File: config.mk
export PLATFORM = sky130hd
export DESIGN_NAME = jtidr_top
export DESIGN_NICKNAME = d
export VERILOG_FILES = /design/src/hw/jtidr_top.v /design/src/hw/jtidr_sync.v
export VERILOG_INCLUDE_DIRS = /design/src /design/src/hw
export SDC_FILE = /design/constraint.sdc
export NUM_CORES = 1
export LEC_CHECK = 0
export ABC_AREA = 1
export ABC_CLOCK_PERIOD_IN_PS = 2100
export BUFFER_PORTS_ARGS = -buffer_cell sky130_fd_sc_hd__clkbuf_2
export CORE_ASPECT_RATIO = 0.9
export CORE_MARGIN = 2
export CORE_UTILIZATION = 48
export CTS_BUF_LIST = sky130_fd_sc_hd__clkbuf_2
export DETAILED_ROUTE_END_ITERATION = 10
export PLACE_DENSITY = 0.74
export SYNTH_ARGS = -nofsm -noshare
export SYNTH_HDL_FRONTEND = slang
export SYNTH_HIERARCHICAL = 1
export SYNTH_SLANG_ARGS = --single-unit
export TNS_END_PERCENT = 5
File: constraint.sdc
create_clock -name clock -period 2.1 [get_ports clock]
set_input_delay 0.42 -clock clock [delete_from_list [all_inputs] [get_ports clock]]
set_output_delay 0.42 -clock clock [all_outputs]
set_load 0.02 [all_outputs]
File: src/hw/jtidr_regs.vh
// Instruction codes, identity layout and boundary cell map for the test port
`ifndef JTIDR_REGS_VH
`define JTIDR_REGS_VH

`define JTIDR_IR_W          3
`define JTIDR_IR_EXTEST     3'h0
`define JTIDR_IR_IDCODE     3'h1
`define JTIDR_IR_SAMPLE     3'h2
`define JTIDR_IR_CLAMP      3'h3
`define JTIDR_IR_HIGHZ      3'h4
`define JTIDR_IR_BYPASS     3'h7
`define JTIDR_IR_CAPTURE    3'h1

`define JTIDR_ID_W          32
`define JTIDR_ID_LSB        1'h1
`define JTIDR_MAKER_W       11
`define JTIDR_PART_W        16
`define JTIDR_REV_W         4

`define JTIDR_BSR_LEN       20
// One bit per cell: set where the cell drives a three-state output
`define JTIDR_BSR_OUT3      20'h2124a
// One bit per cell: set where the cell is observe-only
`define JTIDR_BSR_OBS       20'h4e490

`endif

File: src/hw/jtidr_top.v
// Test access port with identification, bypass and boundary scan registers
`timescale 1ns/1ps
`default_nettype none
`include "jtidr_regs.vh"
// How it works
// - Identification instruction routes the identity register to serial out.
// - Under that instruction, Capture-DR loads the identity word.
// - Shift-DR moves the captured identity word out one bit per rising edge.
// - Test-Logic-Reset forces identification into the current instruction.
// - Identity bit zero is always one.
// - Identity bits eleven to one carry the eleven-bit manufacturer field.
// - Identity bits twenty-seven to twelve carry the sixteen-bit part code.
// - Identity bits thirty-one to twenty-eight carry the silicon revision.
// - Identity register has a 32-bit shift stage and a 32-bit latch.
// - Identity register selected by its code and in Test-Logic-Reset.
// - One-bit bypass stage serves bypass, clamp and high-impedance codes.
// - Boundary register has a shift path and a latched parallel output.
// - Three-state cell enabled by the cell below; observe cells follow.
// - Bypass, boundary and identification registers are all present.
// - Instruction register is three bits; code 001 selects identification.
// - Power-up starts in Test-Logic-Reset with identification current.
module jtidr_top #(
    parameter [`JTIDR_REV_W-1:0]   REVISION  = 4'h0,    // Arbitrary
    parameter [`JTIDR_PART_W-1:0]  PART_CODE = 16'h1234, // Arbitrary value
    parameter [`JTIDR_MAKER_W-1:0] MAKER     = 11'h055  // Arbitrary value
) (
    input  wire                       clock,
    input  wire                       rst_n,
    input  wire                       test_clock_pin,
    input  wire                       test_mode_select_pin,
    input  wire                       test_serial_in_pin,
    input  wire [`JTIDR_BSR_LEN-1:0]  bsr_pin_in,
    output reg                        test_serial_out_pin,
    output reg                        test_serial_out_oe,
    output reg  [`JTIDR_IR_W-1:0]     current_instr,
    output reg  [`JTIDR_ID_W-1:0]     id_parallel,
    output reg  [`JTIDR_BSR_LEN-1:0]  bsr_pin_out,
    output reg  [`JTIDR_BSR_LEN-1:0]  bsr_pin_oe,
    output reg                        test_owns_pins
);
    localparam [3:0] ST_RESET  = 4'h0;
    localparam [3:0] ST_IDLE   = 4'h1;
    localparam [3:0] ST_SEL_DR = 4'h2;
    localparam [3:0] ST_CAP_DR = 4'h3;
    localparam [3:0] ST_SH_DR  = 4'h4;
    localparam [3:0] ST_EX1_DR = 4'h5;
    localparam [3:0] ST_PA_DR  = 4'h6;
    localparam [3:0] ST_EX2_DR = 4'h7;
    localparam [3:0] ST_UP_DR  = 4'h8;
    localparam [3:0] ST_SEL_IR = 4'h9;
    localparam [3:0] ST_CAP_IR = 4'ha;
    localparam [3:0] ST_SH_IR  = 4'hb;
    localparam [3:0] ST_EX1_IR = 4'hc;
    localparam [3:0] ST_PA_IR  = 4'hd;
    localparam [3:0] ST_EX2_IR = 4'he;
    localparam [3:0] ST_UP_IR  = 4'hf;

    localparam SYNC_W = `JTIDR_BSR_LEN + 3;
    // Mask held at the register length so it can be indexed per cell
    localparam [`JTIDR_BSR_LEN-1:0] OUT3_MASK = `JTIDR_BSR_OUT3;

    // Identity word assembled from its fields
    wire [`JTIDR_ID_W-1:0] id_word = {REVISION,
                                      PART_CODE,
                                      MAKER,
                                      `JTIDR_ID_LSB};

    wire [SYNC_W-1:0] synced;
    wire              tck_s = synced[0];
    wire              tms_s = synced[1];
    wire              tdi_s = synced[2];
    wire [`JTIDR_BSR_LEN-1:0] pins_s = synced[SYNC_W-1:3];

    reg                       tck_d;
    reg  [3:0]                state;
    reg  [3:0]                next_state;
    reg  [`JTIDR_IR_W-1:0]    ir_shift;
    reg  [`JTIDR_ID_W-1:0]    id_shift;
    reg                       bypass_bit;
    reg  [`JTIDR_BSR_LEN-1:0] bsr_shift;
    reg  [`JTIDR_BSR_LEN-1:0] bsr_latch;
    reg                       next_tdo;
    reg  [`JTIDR_BSR_LEN-1:0] next_oe;
    integer                   i;

    // Test pins and observed pins come from another clock domain
    jtidr_sync #(
        .WIDTH    (SYNC_W)
    ) u_sync (
        .clock    (clock),
        .rst_n    (rst_n),
        .async_in ({bsr_pin_in, test_serial_in_pin,
                    test_mode_select_pin, test_clock_pin}),
        .sync_out (synced)
    );

    wire tck_rise = tck_s & ~tck_d;
    wire tck_fall = ~tck_s & tck_d;

    // Register selection by current instruction; identity also in reset
    wire sel_id  = (current_instr == `JTIDR_IR_IDCODE);
    wire sel_bsr = (current_instr == `JTIDR_IR_EXTEST) ||
                   (current_instr == `JTIDR_IR_SAMPLE);
    wire sel_byp = !sel_id && !sel_bsr;  // Unlisted codes also take bypass

    // Controller next state, advanced on test clock rising edges
    always @* begin
        case (state)
            ST_RESET:  next_state = tms_s ? ST_RESET  : ST_IDLE;
            ST_IDLE:   next_state = tms_s ? ST_SEL_DR : ST_IDLE;
            ST_SEL_DR: next_state = tms_s ? ST_SEL_IR : ST_CAP_DR;
            ST_CAP_DR: next_state = tms_s ? ST_EX1_DR : ST_SH_DR;
            ST_SH_DR:  next_state = tms_s ? ST_EX1_DR : ST_SH_DR;
            ST_EX1_DR: next_state = tms_s ? ST_UP_DR  : ST_PA_DR;
            ST_PA_DR:  next_state = tms_s ? ST_EX2_DR : ST_PA_DR;
            ST_EX2_DR: next_state = tms_s ? ST_UP_DR  : ST_SH_DR;
            ST_UP_DR:  next_state = tms_s ? ST_SEL_DR : ST_IDLE;
            ST_SEL_IR: next_state = tms_s ? ST_RESET  : ST_CAP_IR;
            ST_CAP_IR: next_state = tms_s ? ST_EX1_IR : ST_SH_IR;
            ST_SH_IR:  next_state = tms_s ? ST_EX1_IR : ST_SH_IR;
            ST_EX1_IR: next_state = tms_s ? ST_UP_IR  : ST_PA_IR;
            ST_PA_IR:  next_state = tms_s ? ST_EX2_IR : ST_PA_IR;
            ST_EX2_IR: next_state = tms_s ? ST_UP_IR  : ST_SH_IR;
            ST_UP_IR:  next_state = tms_s ? ST_SEL_DR : ST_IDLE;
            default:   next_state = ST_RESET;
        endcase
    end

    // Serial output value for the falling edge, picked by the active path
    always @* begin
        next_tdo = 1'b0;
        if (state == ST_SH_IR) begin
            next_tdo = ir_shift[0];
        end else if (sel_id) begin
            next_tdo = id_shift[0];
        end else if (sel_bsr) begin
            next_tdo = bsr_shift[0];
        end else begin
            next_tdo = bypass_bit;
        end
    end

    // Three-state cells take their enable from the cell just below
    always @* begin
        next_oe = {`JTIDR_BSR_LEN{1'b0}};
        for (i = 1; i < `JTIDR_BSR_LEN; i = i + 1) begin
            if (OUT3_MASK[i]) begin
                next_oe[i] = bsr_latch[i-1];
            end
        end
        if (current_instr == `JTIDR_IR_HIGHZ ||
            !(current_instr == `JTIDR_IR_EXTEST ||
              current_instr == `JTIDR_IR_CLAMP)) begin
            next_oe = {`JTIDR_BSR_LEN{1'b0}};
        end
    end

    // Controller state and edge history
    always @(posedge clock or negedge rst_n) begin
        if (!rst_n) begin
            tck_d <= 1'b0;
            state <= ST_RESET;
        end else begin
            tck_d <= tck_s;
            if (tck_rise) begin
                state <= next_state;
            end
        end
    end

    // Capture and shift happen on rising edges of the test clock
    always @(posedge clock or negedge rst_n) begin
        if (!rst_n) begin
            ir_shift   <= {`JTIDR_IR_W{1'b0}};
            id_shift   <= {`JTIDR_ID_W{1'b0}};
            bypass_bit <= 1'b0;
            bsr_shift  <= {`JTIDR_BSR_LEN{1'b0}};
        end else if (tck_rise) begin
            case (state)
                ST_CAP_IR: begin
                    ir_shift <= `JTIDR_IR_CAPTURE;
                end
                ST_SH_IR: begin
                    ir_shift <= {tdi_s, ir_shift[`JTIDR_IR_W-1:1]};
                end
                ST_CAP_DR: begin
                    if (sel_id) begin
                        id_shift <= id_word;
                    end
                    if (sel_bsr) begin
                        // Observe cells read pins, others keep their value
                        bsr_shift <= (pins_s & `JTIDR_BSR_OBS) |
                                     (bsr_shift & ~`JTIDR_BSR_OBS);
                    end
                    if (sel_byp) begin
                        bypass_bit <= 1'b0;
                    end
                end
                ST_SH_DR: begin
                    if (sel_id) begin
                        id_shift <= {tdi_s, id_shift[`JTIDR_ID_W-1:1]};
                    end
                    if (sel_bsr) begin
                        bsr_shift <= {tdi_s, bsr_shift[`JTIDR_BSR_LEN-1:1]};
                    end
                    if (sel_byp) begin
                        bypass_bit <= tdi_s;
                    end
                end
                default: begin
                    ir_shift <= ir_shift;
                end
            endcase
        end
    end

    // Updates and serial output change on falling edges of the test clock
    always @(posedge clock or negedge rst_n) begin
        if (!rst_n) begin
            current_instr       <= `JTIDR_IR_IDCODE;
            id_parallel         <= {`JTIDR_ID_W{1'b0}};
            bsr_latch           <= {`JTIDR_BSR_LEN{1'b0}};
            test_serial_out_pin <= 1'b0;
            test_serial_out_oe  <= 1'b0;
        end else begin
            if (state == ST_RESET) begin
                current_instr <= `JTIDR_IR_IDCODE;
            end else if (tck_fall && state == ST_UP_IR) begin
                current_instr <= ir_shift;
            end
            if (tck_fall && state == ST_UP_DR) begin
                // Latches keep parallel outputs still while shifting
                if (sel_id) begin
                    id_parallel <= id_shift;
                end
                if (sel_bsr) begin
                    bsr_latch <= bsr_shift;
                end
            end
            if (tck_fall) begin
                test_serial_out_pin <= next_tdo;
                test_serial_out_oe  <= (state == ST_SH_DR) ||
                                       (state == ST_SH_IR);
            end
        end
    end

    // Pin drive follows the latched boundary cells in the test modes
    always @(posedge clock or negedge rst_n) begin
        if (!rst_n) begin
            bsr_pin_out    <= {`JTIDR_BSR_LEN{1'b0}};
            bsr_pin_oe     <= {`JTIDR_BSR_LEN{1'b0}};
            test_owns_pins <= 1'b0;
        end else begin
            bsr_pin_out    <= bsr_latch & `JTIDR_BSR_OUT3;
            bsr_pin_oe     <= next_oe;
            test_owns_pins <= (current_instr == `JTIDR_IR_EXTEST) ||
                              (current_instr == `JTIDR_IR_CLAMP) ||
                              (current_instr == `JTIDR_IR_HIGHZ);
        end
    end
endmodule
`default_nettype wire

File: src/hw/jtidr_sync.v
// Two-flop synchroniser for inputs arriving from outside the system clock
`timescale 1ns/1ps
`default_nettype none
module jtidr_sync #(
    parameter WIDTH = 1
) (
    input  wire             clock,
    input  wire             rst_n,
    input  wire [WIDTH-1:0] async_in,
    output reg  [WIDTH-1:0] sync_out
);
    reg [WIDTH-1:0] stage1;

    // First stage feeds only the second stage
    always @(posedge clock or negedge rst_n) begin
        if (!rst_n) begin
            stage1   <= {WIDTH{1'b0}};
            sync_out <= {WIDTH{1'b0}};
        end else begin
            stage1   <= async_in;
            sync_out <= stage1;
        end
    end
endmodule
`default_nettype wire

==> Word level (Yosys, flattened, before mapping) <==
Cells that the tools add are included.
{ "classes": {"eq_ne": 25, "mux": 29, "bitwise": 5, "reduce_logical": 25} }
{ "ops": {"columns": ["op", "n"], "rows": [
  ["two-way mux 32 bit", 2],
  ["case mux 32 bit (2 select lines)", 1],
  ["case mux 4 bit (12 select lines)", 1],
  ["two-way mux 20 bit", 2],
  ["case mux 20 bit (2 select lines)", 1],
  ["equality test 4 bit (second input constant)", 8],
  ["bitwise OR 19 x 20 -> 20 bit", 1],
  ["two-way mux 18 bit", 1],
  ["equality test 4 x 3 -> 1 bit (second input constant)", 4],
  ["two-way mux 4 bit", 4],
  ["two-way mux 3 bit", 4],
  ["inequality test 2 bit (second input constant)", 6],
  ["AND reduction 4 bit", 3],
  ["equality test 4 x 2 -> 1 bit (second input constant)", 2],
  ["two-way mux 1 bit", 8],
  ["equality test 3 x 2 -> 1 bit (second input constant)", 2],
  ["two-way mux 2 bit", 3],
  ["case mux 3 bit (2 select lines)", 1],
  ["AND reduction 2 bit", 3],
  ["nonzero test 2 bit", 3],
  ["logical OR 1 bit", 5],
  ["equality test 4 x 1 -> 1 bit (second input constant)", 1],
  ["logical NOT 4 bit", 1],
  ["OR reduction 2 bit", 2],
  ["other kinds (9)", 15]
]} }
{ "word_totals": {"reg_bits": 187, "output_inout_bits": 78, "elab_cells": 100} }

==> Longest topological paths before layout <==
Gate-level depths: netlist of the first run.
{ "depth": {"depth_word": 6, "mapped_depth": 11, "depth_no_buf": 9} }

==> By module <==
The synthesis of the first run kept the hierarchy.
{ "by_module_without_submodules": {"columns": ["module", "instances", "cells_per_inst", "area_per_inst_um2", "seq_area_each_um2"], "rows": [
  ["jtidr_top", 1, 620, 5378.9, 3079.2],
  ["jtidr_sync", 1, 46, 1151.1, 1151.1]
]} }

==> Worst setup path after synthesis of the first run <==
No wires, ideal clock.
{ "synth_path": {"path_type": "reg2reg", "start": "reg current_instr[0]", "end": "reg id_shift[0]", "setup_time_ns": 0.122, "t_arrival_ns": 1.511, "required_time_ns": 1.978, "path_slack_ns": 0.468, "stages_incl_launch_ff": 7, "period_less_slack_ns": 1.632, "path_cell_list": "dfstp_2 -> nand2_1 -> nor2_1 -> nand3_4 -> clkbuf_1 -> nand2_1 -> o21ai_1"} }
{ "synth_via": {"elab_chain_len": 3, "elab_cells_between_ends": 4, "classes_between": "eq/ne: 3; reduce/logical: 1"} }
{ "synth_lines": {"columns": ["element", "line_no", "text"], "rows": [
  ["start, declared", "jtidr_top.v:35", "output reg [`JTIDR_IR_W-1:0] current_instr,"],
  ["start signal, assigned", "jtidr_top.v:220", "current_instr <= `JTIDR_IR_IDCODE;"],
  ["start signal, assigned", "jtidr_top.v:227", "current_instr <= `JTIDR_IR_IDCODE;"],
  ["start signal, assigned", "jtidr_top.v:229", "current_instr <= ir_shift;"],
  ["equality test 3 x 1 -> 1 bit (no line) *", null, null],
  ["inequality test 2 bit (no line)", null, null],
  ["AND reduction 4 bit (no line) *", null, null],
  ["end signal, assigned", "jtidr_top.v:175", "id_shift <= {`JTIDR_ID_W{1'b0}};"],
  ["end signal, assigned", "jtidr_top.v:188", "id_shift <= id_word;"],
  ["end signal, assigned", "jtidr_top.v:201", "id_shift <= {tdi_s, id_shift[`JTIDR_ID_W-1:1]};"],
  ["end, declared", "jtidr_top.v:78", "reg [`JTIDR_ID_W-1:0] id_shift;"]
]} }
Mark *: on every way between the ends. The rest lies on a longest branch, timed or not.
A chain may end at the register's enable or synchronous reset.

==> Worst setup path in the final report of the first run <==
{ "layout_path": {"start": "reg current_instr[0]", "end": "reg id_shift[5]"} }
The elaborated chain is that of the path after synthesis.

==> impl_metrics.py, run 1 <==
metrics = {
    "worst_setup_path": {
        "path_class": "reg2reg",
        "critPathTopFamily": "simple AND/OR/NAND/NOR gates",
        "worstPathRequired_ns": 2.67,
        "crit_arrival_ns": 2.48,
        "r2r_start": "current_instr[0]",
        "cp_max_fo": 64,
        "endpoint_kind": "flip-flop",
        "crit_chain": "nand2_1 -> nor2_1 -> nand3_4 -> buf_4 -> nand2_1 -> o21ai_0",
        "slowest_delay_ns": 0.62,
        "cp_common_cell": "nand2_1",
        "cp-endpoint": "id_shift[5]",
        "critPathBufInv": 1,
        "crit_slowest_cell": "dfstp_2",
        "critical_path.startpoint": "current_instr[0]",
        "cp-start-kind": "flip-flop",
        "r2r_slack_ns": 0.19,
        "cp_num_cells": 6,
        "r2r-end": "id_shift[5]",
        "r2r_cells": 6,
    },
    "finish": {
        "instances_no_fill": 892,
        "drive_above_1_share_pct": 16.0,
        "design_area_um2": 6610,
        "n_antenna_cell": 0,
        "syn2layout_area_growth_pct": 12.4,
        "mostFrequentLayoutCells": "181 x nand2_1, 142 x dfrtp_1, 78 x clkbuf_2",
        "multi_input_area_um2": 1770,
        "fin_nets": 744,
        "final-seq-area_um2": 3580,
        "layout_commonest_cell": "nand2_1",
        "postLayoutCoreUtil_pct": 55.2,
        "fillers": 1113,
    },
    "die": {
        "dieHeight_um": 109,
        "rows": 38,
        "core_um2": 12000,
        "ios": 103,
        "initial_core_util_pct": 49.1,
        "die_area_um2": 13200,
        "dieWidth_um": 121,
    },
    "place": {
        "globalplace.congestion": 0.868,
        "pre_cts_slack_ns": 0.245,
        "dp_cells": 849,
        "placed_area_um2": 6290,
        "hpwl_um": 7360,
        "port_buffers": 61,
    },
    "route": {
        "vias": 4261,
        "dr.first_iter.drc_count": 264,
        "final_antenna_net_count": 0,
        "drt_pre_antenna_iters": 6,
        "drc": 0,
        "post_drt_wl_per_cell_um": 11.8,
        "wl_um": 10500,
        "viasPerCell": 4.78,
    },
    "power": {
        "switchingPower_mw": 2.11,
        "ir_worst_vdd_uv": 315,
        "p_leak_nw": 3.41,
        "p_int_mw": 4.03,
        "pwr-share-seq_pct": 54.0,
        "total_power_mw": 6.14,
        "pwr-share-clk_pct": 23.6,
        "sw_frac_of_total_pct": 34.4,
        "comb_power_share_pct": 22.5,
        "power_density_nw_per_um2": 930,
    },
    "global_routing": {
        "grt-ovfl-total": 0,
        "track_usage_pct": 17.7,
        "antenna_found_initial": 0,
        "grt_pass1_vias": 3968,
        "grt_pass1_wl_um": 18200,
        "grt_max_degree": 65,
    },
    "sta": {
        "fin_crit_ns": 1.91,
        "period_share_pct": 90.9,
        "setup_viol": 0,
        "finClkSkew_ns": 0.0280,
        "whs_ns": 0.191,
        "finalHoldViolations": 0,
        "drv_slew": 0,
        "finalSetupTns_ns": 0,
        "rsz0062_at_grt": "no",
        "finalWorstSetupSlack_ns": 0.190,
        "max_freq_mhz": 524,
        "tightest_slew_ns": 0.557,
        "slew-limit-headroom_pct": 62.9,
    },
    "synth": {
        "avgSynthCellArea_um2": 9.19,
        "yosys_warnings": 6,
        "synthesis.area_um2": 5880,
        "syn_inst": 640,
    },
    "run_status": {
        "status": "finished, final reports clean",
    },
    "clock_network": {
        "cts_max_level": 4,
        "cts_tree": "built",
        "clock_latency_ns": 0.68,
        "post-cts-setup-buffers": 0,
        "cts_buffers": 17,
        "clockBufferDepth": 2,
        "cts.clk_slew.worst_paths_ns": 0.19,
        "root_buffer": "clkbuf_2",
        "cts.sinks": 143,
    },
    "flow_run": {
        "drv_cap": 0,
    },
    "min_path": {
        "min_path_type": "in2async",
    },
}
[worst reg2reg max path: cells and delay by family, from the launching register on]
kind	cells	cell delay, ns
buf+inv	1	0.31
simple gates	4	0.77
flops	1	0.62
compound gates	1	0.10
[cell type report]
| type | count | share of cell area (%) |
|---|---|---|
| multi-input cells | 398 | 26.8 |
| flip-flops and latches | 143 | 54.2 |
| clock buffers | 18 | 1.36 |
| well taps | 160 | 3.03 |
| clock inverters | 14 | 1.87 |
| inverters | 75 | 4.26 |
| repair buffers | 84 | 8.50 |
[sequential cells by signal, summed over array words and instances (netlist names), 3 cells and up]
register / flops
ir_shift: 3
u_sync/sync_out: 10
bsr_shift: 20
bsr_pin_oe: 6
bsr_pin_out: 6
current_instr: 3
u_sync/stage1: 10
state: 4
id_shift: 32
id_parallel: 32
bsr_latch: 12
[layer usage]
| layer | vias to the layer above | wire length, um | GRT usage, % |
|---|---|---|---|
| met5 | - | 0 | 0 |
| met4 | 0 | 182 | 6.56 |
| met3 | 19 | 594 | 5.86 |
| met2 | 122 | 4890 | 28.4 |
| met1 | 2007 | 4830 | 22.6 |
| li1 | 2113 | - | - |
[power groups by stage]
stage	combinational [mW]	sequential, mW	clock, mW
after global routing	1.57	3.37	1.64
final	1.38	3.32	1.45
after global placement	1.32	3.35	0
after CTS	1.39	3.31	1.51
after floorplan	0.886	3.45	0
after detailed placement	1.37	3.37	0
[what timing repair did]
| action | in CTS | in global routing |
|---|---|---|
| hold endpoints to repair | 152 | 0 |
| hold buffers | 11 | 0 |
| resized for setup | 0 | 0 |
[worst min path at each step]
| stage | from | to | cells after the start | slack [ns] |
|---|---|---|---|---|
| final | rst_n | u_sync/sync_out[7] | 2 | 0.19 |
| after global routing | rst_n | id_parallel[6] | 2 | 0.12 |
| after CTS | rst_n | bsr_pin_out[12] | 2 | 0.11 |
| after detailed placement | u_sync/stage1[10] | u_sync/sync_out[10] | 0 | 0.34 |
| after global placement | u_sync/stage1[2] | u_sync/sync_out[2] | 0 | 0.33 |
| after floorplan | rst_n | bsr_latch[0] | 0 | 0.12 |
Note: power is estimated with default switching activity, not from simulation.
==> run 2: changes to the inputs <==
--- a/config.mk
+++ b/config.mk
@@ -16,3 +16,4 @@
 export DETAILED_ROUTE_END_ITERATION = 10
-export PLACE_DENSITY = 0.74
+export PLACE_DENSITY_LB_ADDON = 0.25
+export SLEW_MARGIN = 20
 export SYNTH_ARGS = -nofsm -noshare
--- a/constraint.sdc
+++ b/constraint.sdc
@@ -3,2 +3,2 @@
 set_output_delay 0.42 -clock clock [all_outputs]
-set_load 0.02 [all_outputs]
+set_load 0.005 [all_outputs]
==> run 2 against run 1 <==
  * Combinational power is 13% lower
  * Sequential share of layout area increased by 0.092 points
  * First-iteration DRC count fell by 23%
  * Clock-buffer cell count is the same
  * Fmax rose by 1.6%
  * Non-clock buffer count unchanged
  * Flip-flop and latch count stayed put
  * Power shrank 3.0%
  * Routed wire length down 2.0%
  * Cell area shrank 0.17%
  * Hold slack gained 0.012 ns
  * Highest routed layer unchanged
==> impl_metrics.py, run 2 (synthesized netlist as in run 1, its figures left out) <==
metrics = {
    "run_status": {
        "status": "finished, final reports clean",
    },
    "finish": {
        "design_area_um2": 6600,
        "syn2layout_area_growth_pct": 12.2,
        "layout_commonest_cell": "nand2_1",
        "fin_nets": 744,
        "multi_input_area_um2": 1770,
        "drive_above_1_share_pct": 15.8,
        "final-seq-area_um2": 3580,
        "fillers": 1120,
        "mostFrequentLayoutCells": "181 x nand2_1, 142 x dfrtp_1, 78 x clkbuf_2",
        "top_regs": "id_parallel x32, id_shift x32, bsr_shift x20",
        "n_antenna_cell": 0,
        "instances_no_fill": 892,
    },
    "worst_setup_path": {
        "path_class": "reg2reg",
        "r2r_cells": 6,
        "crit_slowest_cell": "dfstp_2",
        "r2r_start": "current_instr[0]",
        "crit_arrival_ns": 2.43,
        "cp-start-kind": "flip-flop",
        "cp_max_fo": 64,
        "r2r_slack_ns": 0.22,
        "cp_num_cells": 6,
        "crit_chain": "nand2_1 -> nor2_1 -> nand3_4 -> buf_4 -> nand2_1 -> o21ai_1",
        "slowest_delay_ns": 0.63,
        "cp_common_cell": "nand2_1",
        "critPathBufInv": 1,
        "worstPathRequired_ns": 2.65,
        "r2r-end": "id_shift[21]",
        "endpoint_kind": "flip-flop",
        "critPathTopFamily": "simple AND/OR/NAND/NOR gates",
    },
    "power": {
        "power_density_nw_per_um2": 904,
        "sw_frac_of_total_pct": 32.6,
        "pwr-share-clk_pct": 24.3,
        "ir_worst_vdd_uv": 485,
        "p_leak_nw": 3.40,
        "comb_power_share_pct": 20.1,
        "switchingPower_mw": 1.94,
        "pwr-share-seq_pct": 55.5,
        "p_int_mw": 4.02,
    },
    "route": {
        "dr.first_iter.drc_count": 204,
        "post_drt_wl_per_cell_um": 11.5,
        "final_antenna_net_count": 0,
        "wl_um": 10300,
        "drc": 0,
        "viasPerCell": 4.62,
        "drt_pre_antenna_iters": 4,
        "vias": 4122,
    },
    "die": {
        "core_um2": 12000,
        "ios": 103,
        "rows": 38,
        "die_area_um2": 13200,
        "dieWidth_um": 121,
        "dieHeight_um": 109,
        "initial_core_util_pct": 49.1,
    },
    "place": {
        "hpwl_um": 7020,
        "dp_cells": 849,
        "port_buffers": 61,
        "globalplace.congestion": 0.902,
        "placed_area_um2": 6270,
    },
    "clock_network": {
        "root_buffer": "clkbuf_2",
        "cts_buffers": 17,
        "clockBufferDepth": 2,
        "cts_tree": "built",
        "cts.clk_slew.worst_paths_ns": 0.20,
        "cts.sinks": 143,
        "clock_latency_ns": 0.69,
        "cts_max_level": 4,
    },
    "sta": {
        "slew-limit-headroom_pct": 63.1,
        "finClkSkew_ns": 0.0288,
        "drv_slew": 0,
        "tightest_slew_ns": 0.554,
        "rsz0062_at_grt": "no",
        "period_share_pct": 89.5,
        "finalHoldViolations": 0,
        "fin_crit_ns": 1.88,
        "finalSetupTns_ns": 0,
        "max_freq_mhz": 532,
        "setup_viol": 0,
    },
    "global_routing": {
        "grt_pass1_wl_um": 17500,
        "antenna_found_initial": 0,
        "grt_max_degree": 65,
        "track_usage_pct": 17.2,
        "grt-ovfl-total": 0,
        "grt_pass1_vias": 3771,
    },
    "flow_run": {
        "drv_cap": 0,
    },
    "min_path": {
        "min_path_type": "in2async",
    },
}
## run 2: power groups by stage
stage	combinational, mW	sequential, mW	clock (mW)
after floorplan	0.852	3.31	0
after global placement	1.15	3.35	0
after detailed placement	1.19	3.37	0
after CTS	1.21	3.31	1.50
after global routing	1.40	3.36	1.62
final	1.20	3.31	1.45
## run 2: final cells by class
type                       instances  area share, %
clock buffer                      18           1.37
clock inverter                    14           1.90
inverter                          75           4.27
multi-input combinational        398           26.9
sequential                       143           54.2
tap                              160           3.03
timing repair buffer              84           8.32
## run 2: how the worst max path moves through the flow
stage	from	to	slack, ns
3_3_place_gp	current_instr[0]	id_shift[31]	0.32
5_1_grt	state[0]	id_shift[20]	0.09
3_5_place_dp	current_instr[0]	id_shift[12]	0.28
4_1_cts	current_instr[0]	current_instr[0]	0.18
2_1_floorplan	current_instr[0]	id_shift[0]	0.54
6_report	current_instr[0]	id_shift[21]	0.22
## run 2: metrics by stage
step / utilization, % / power [mW] / hold slack [ns] / setup WS (ns)
6_report: 55.1 / 5.96 / 0.203 / 0.220
5_1_grt: 55.1 / 6.38 / 0.154 / 0.0880
4_1_cts: 55.1 / 6.02 / 0.135 / 0.176
3_5_place_dp: 52.4 / 4.56 / 0.335 / 0.281
3_3_place_gp: 52.4 / 4.50 / 0.332 / 0.317
2_1_floorplan: - / 4.16 / 0.124 / 0.535
## run 2: timing repair
action / in CTS / in global routing
hold buffers: 11 / 0
endpoints found under the hold margin: 152 / 0
gates resized for setup: 0 / 0
setup buffers: 0 / 0
## run 2: per-layer routing
| metal | vias to the layer above | GRT usage [%] | wire [um] |
|---|---|---|---|
| met1 | 1875 | 23.6 | 4960 |
| met5 | - | 0 | 0 |
| met3 | 17 | 5.07 | 586 |
| li1 | 2114 | - | - |
| met2 | 116 | 25.4 | 4520 |
| met4 | 0 | 7.72 | 218 |
## run 2: worst register-to-register path: stages, from the launching register on
cell	delay, ns
dfstp_2	0.63
nand2_1	0.11
nor2_1	0.39
nand3_4	0.09
buf_4	0.31
nand2_1	0.13
o21ai_1	0.07
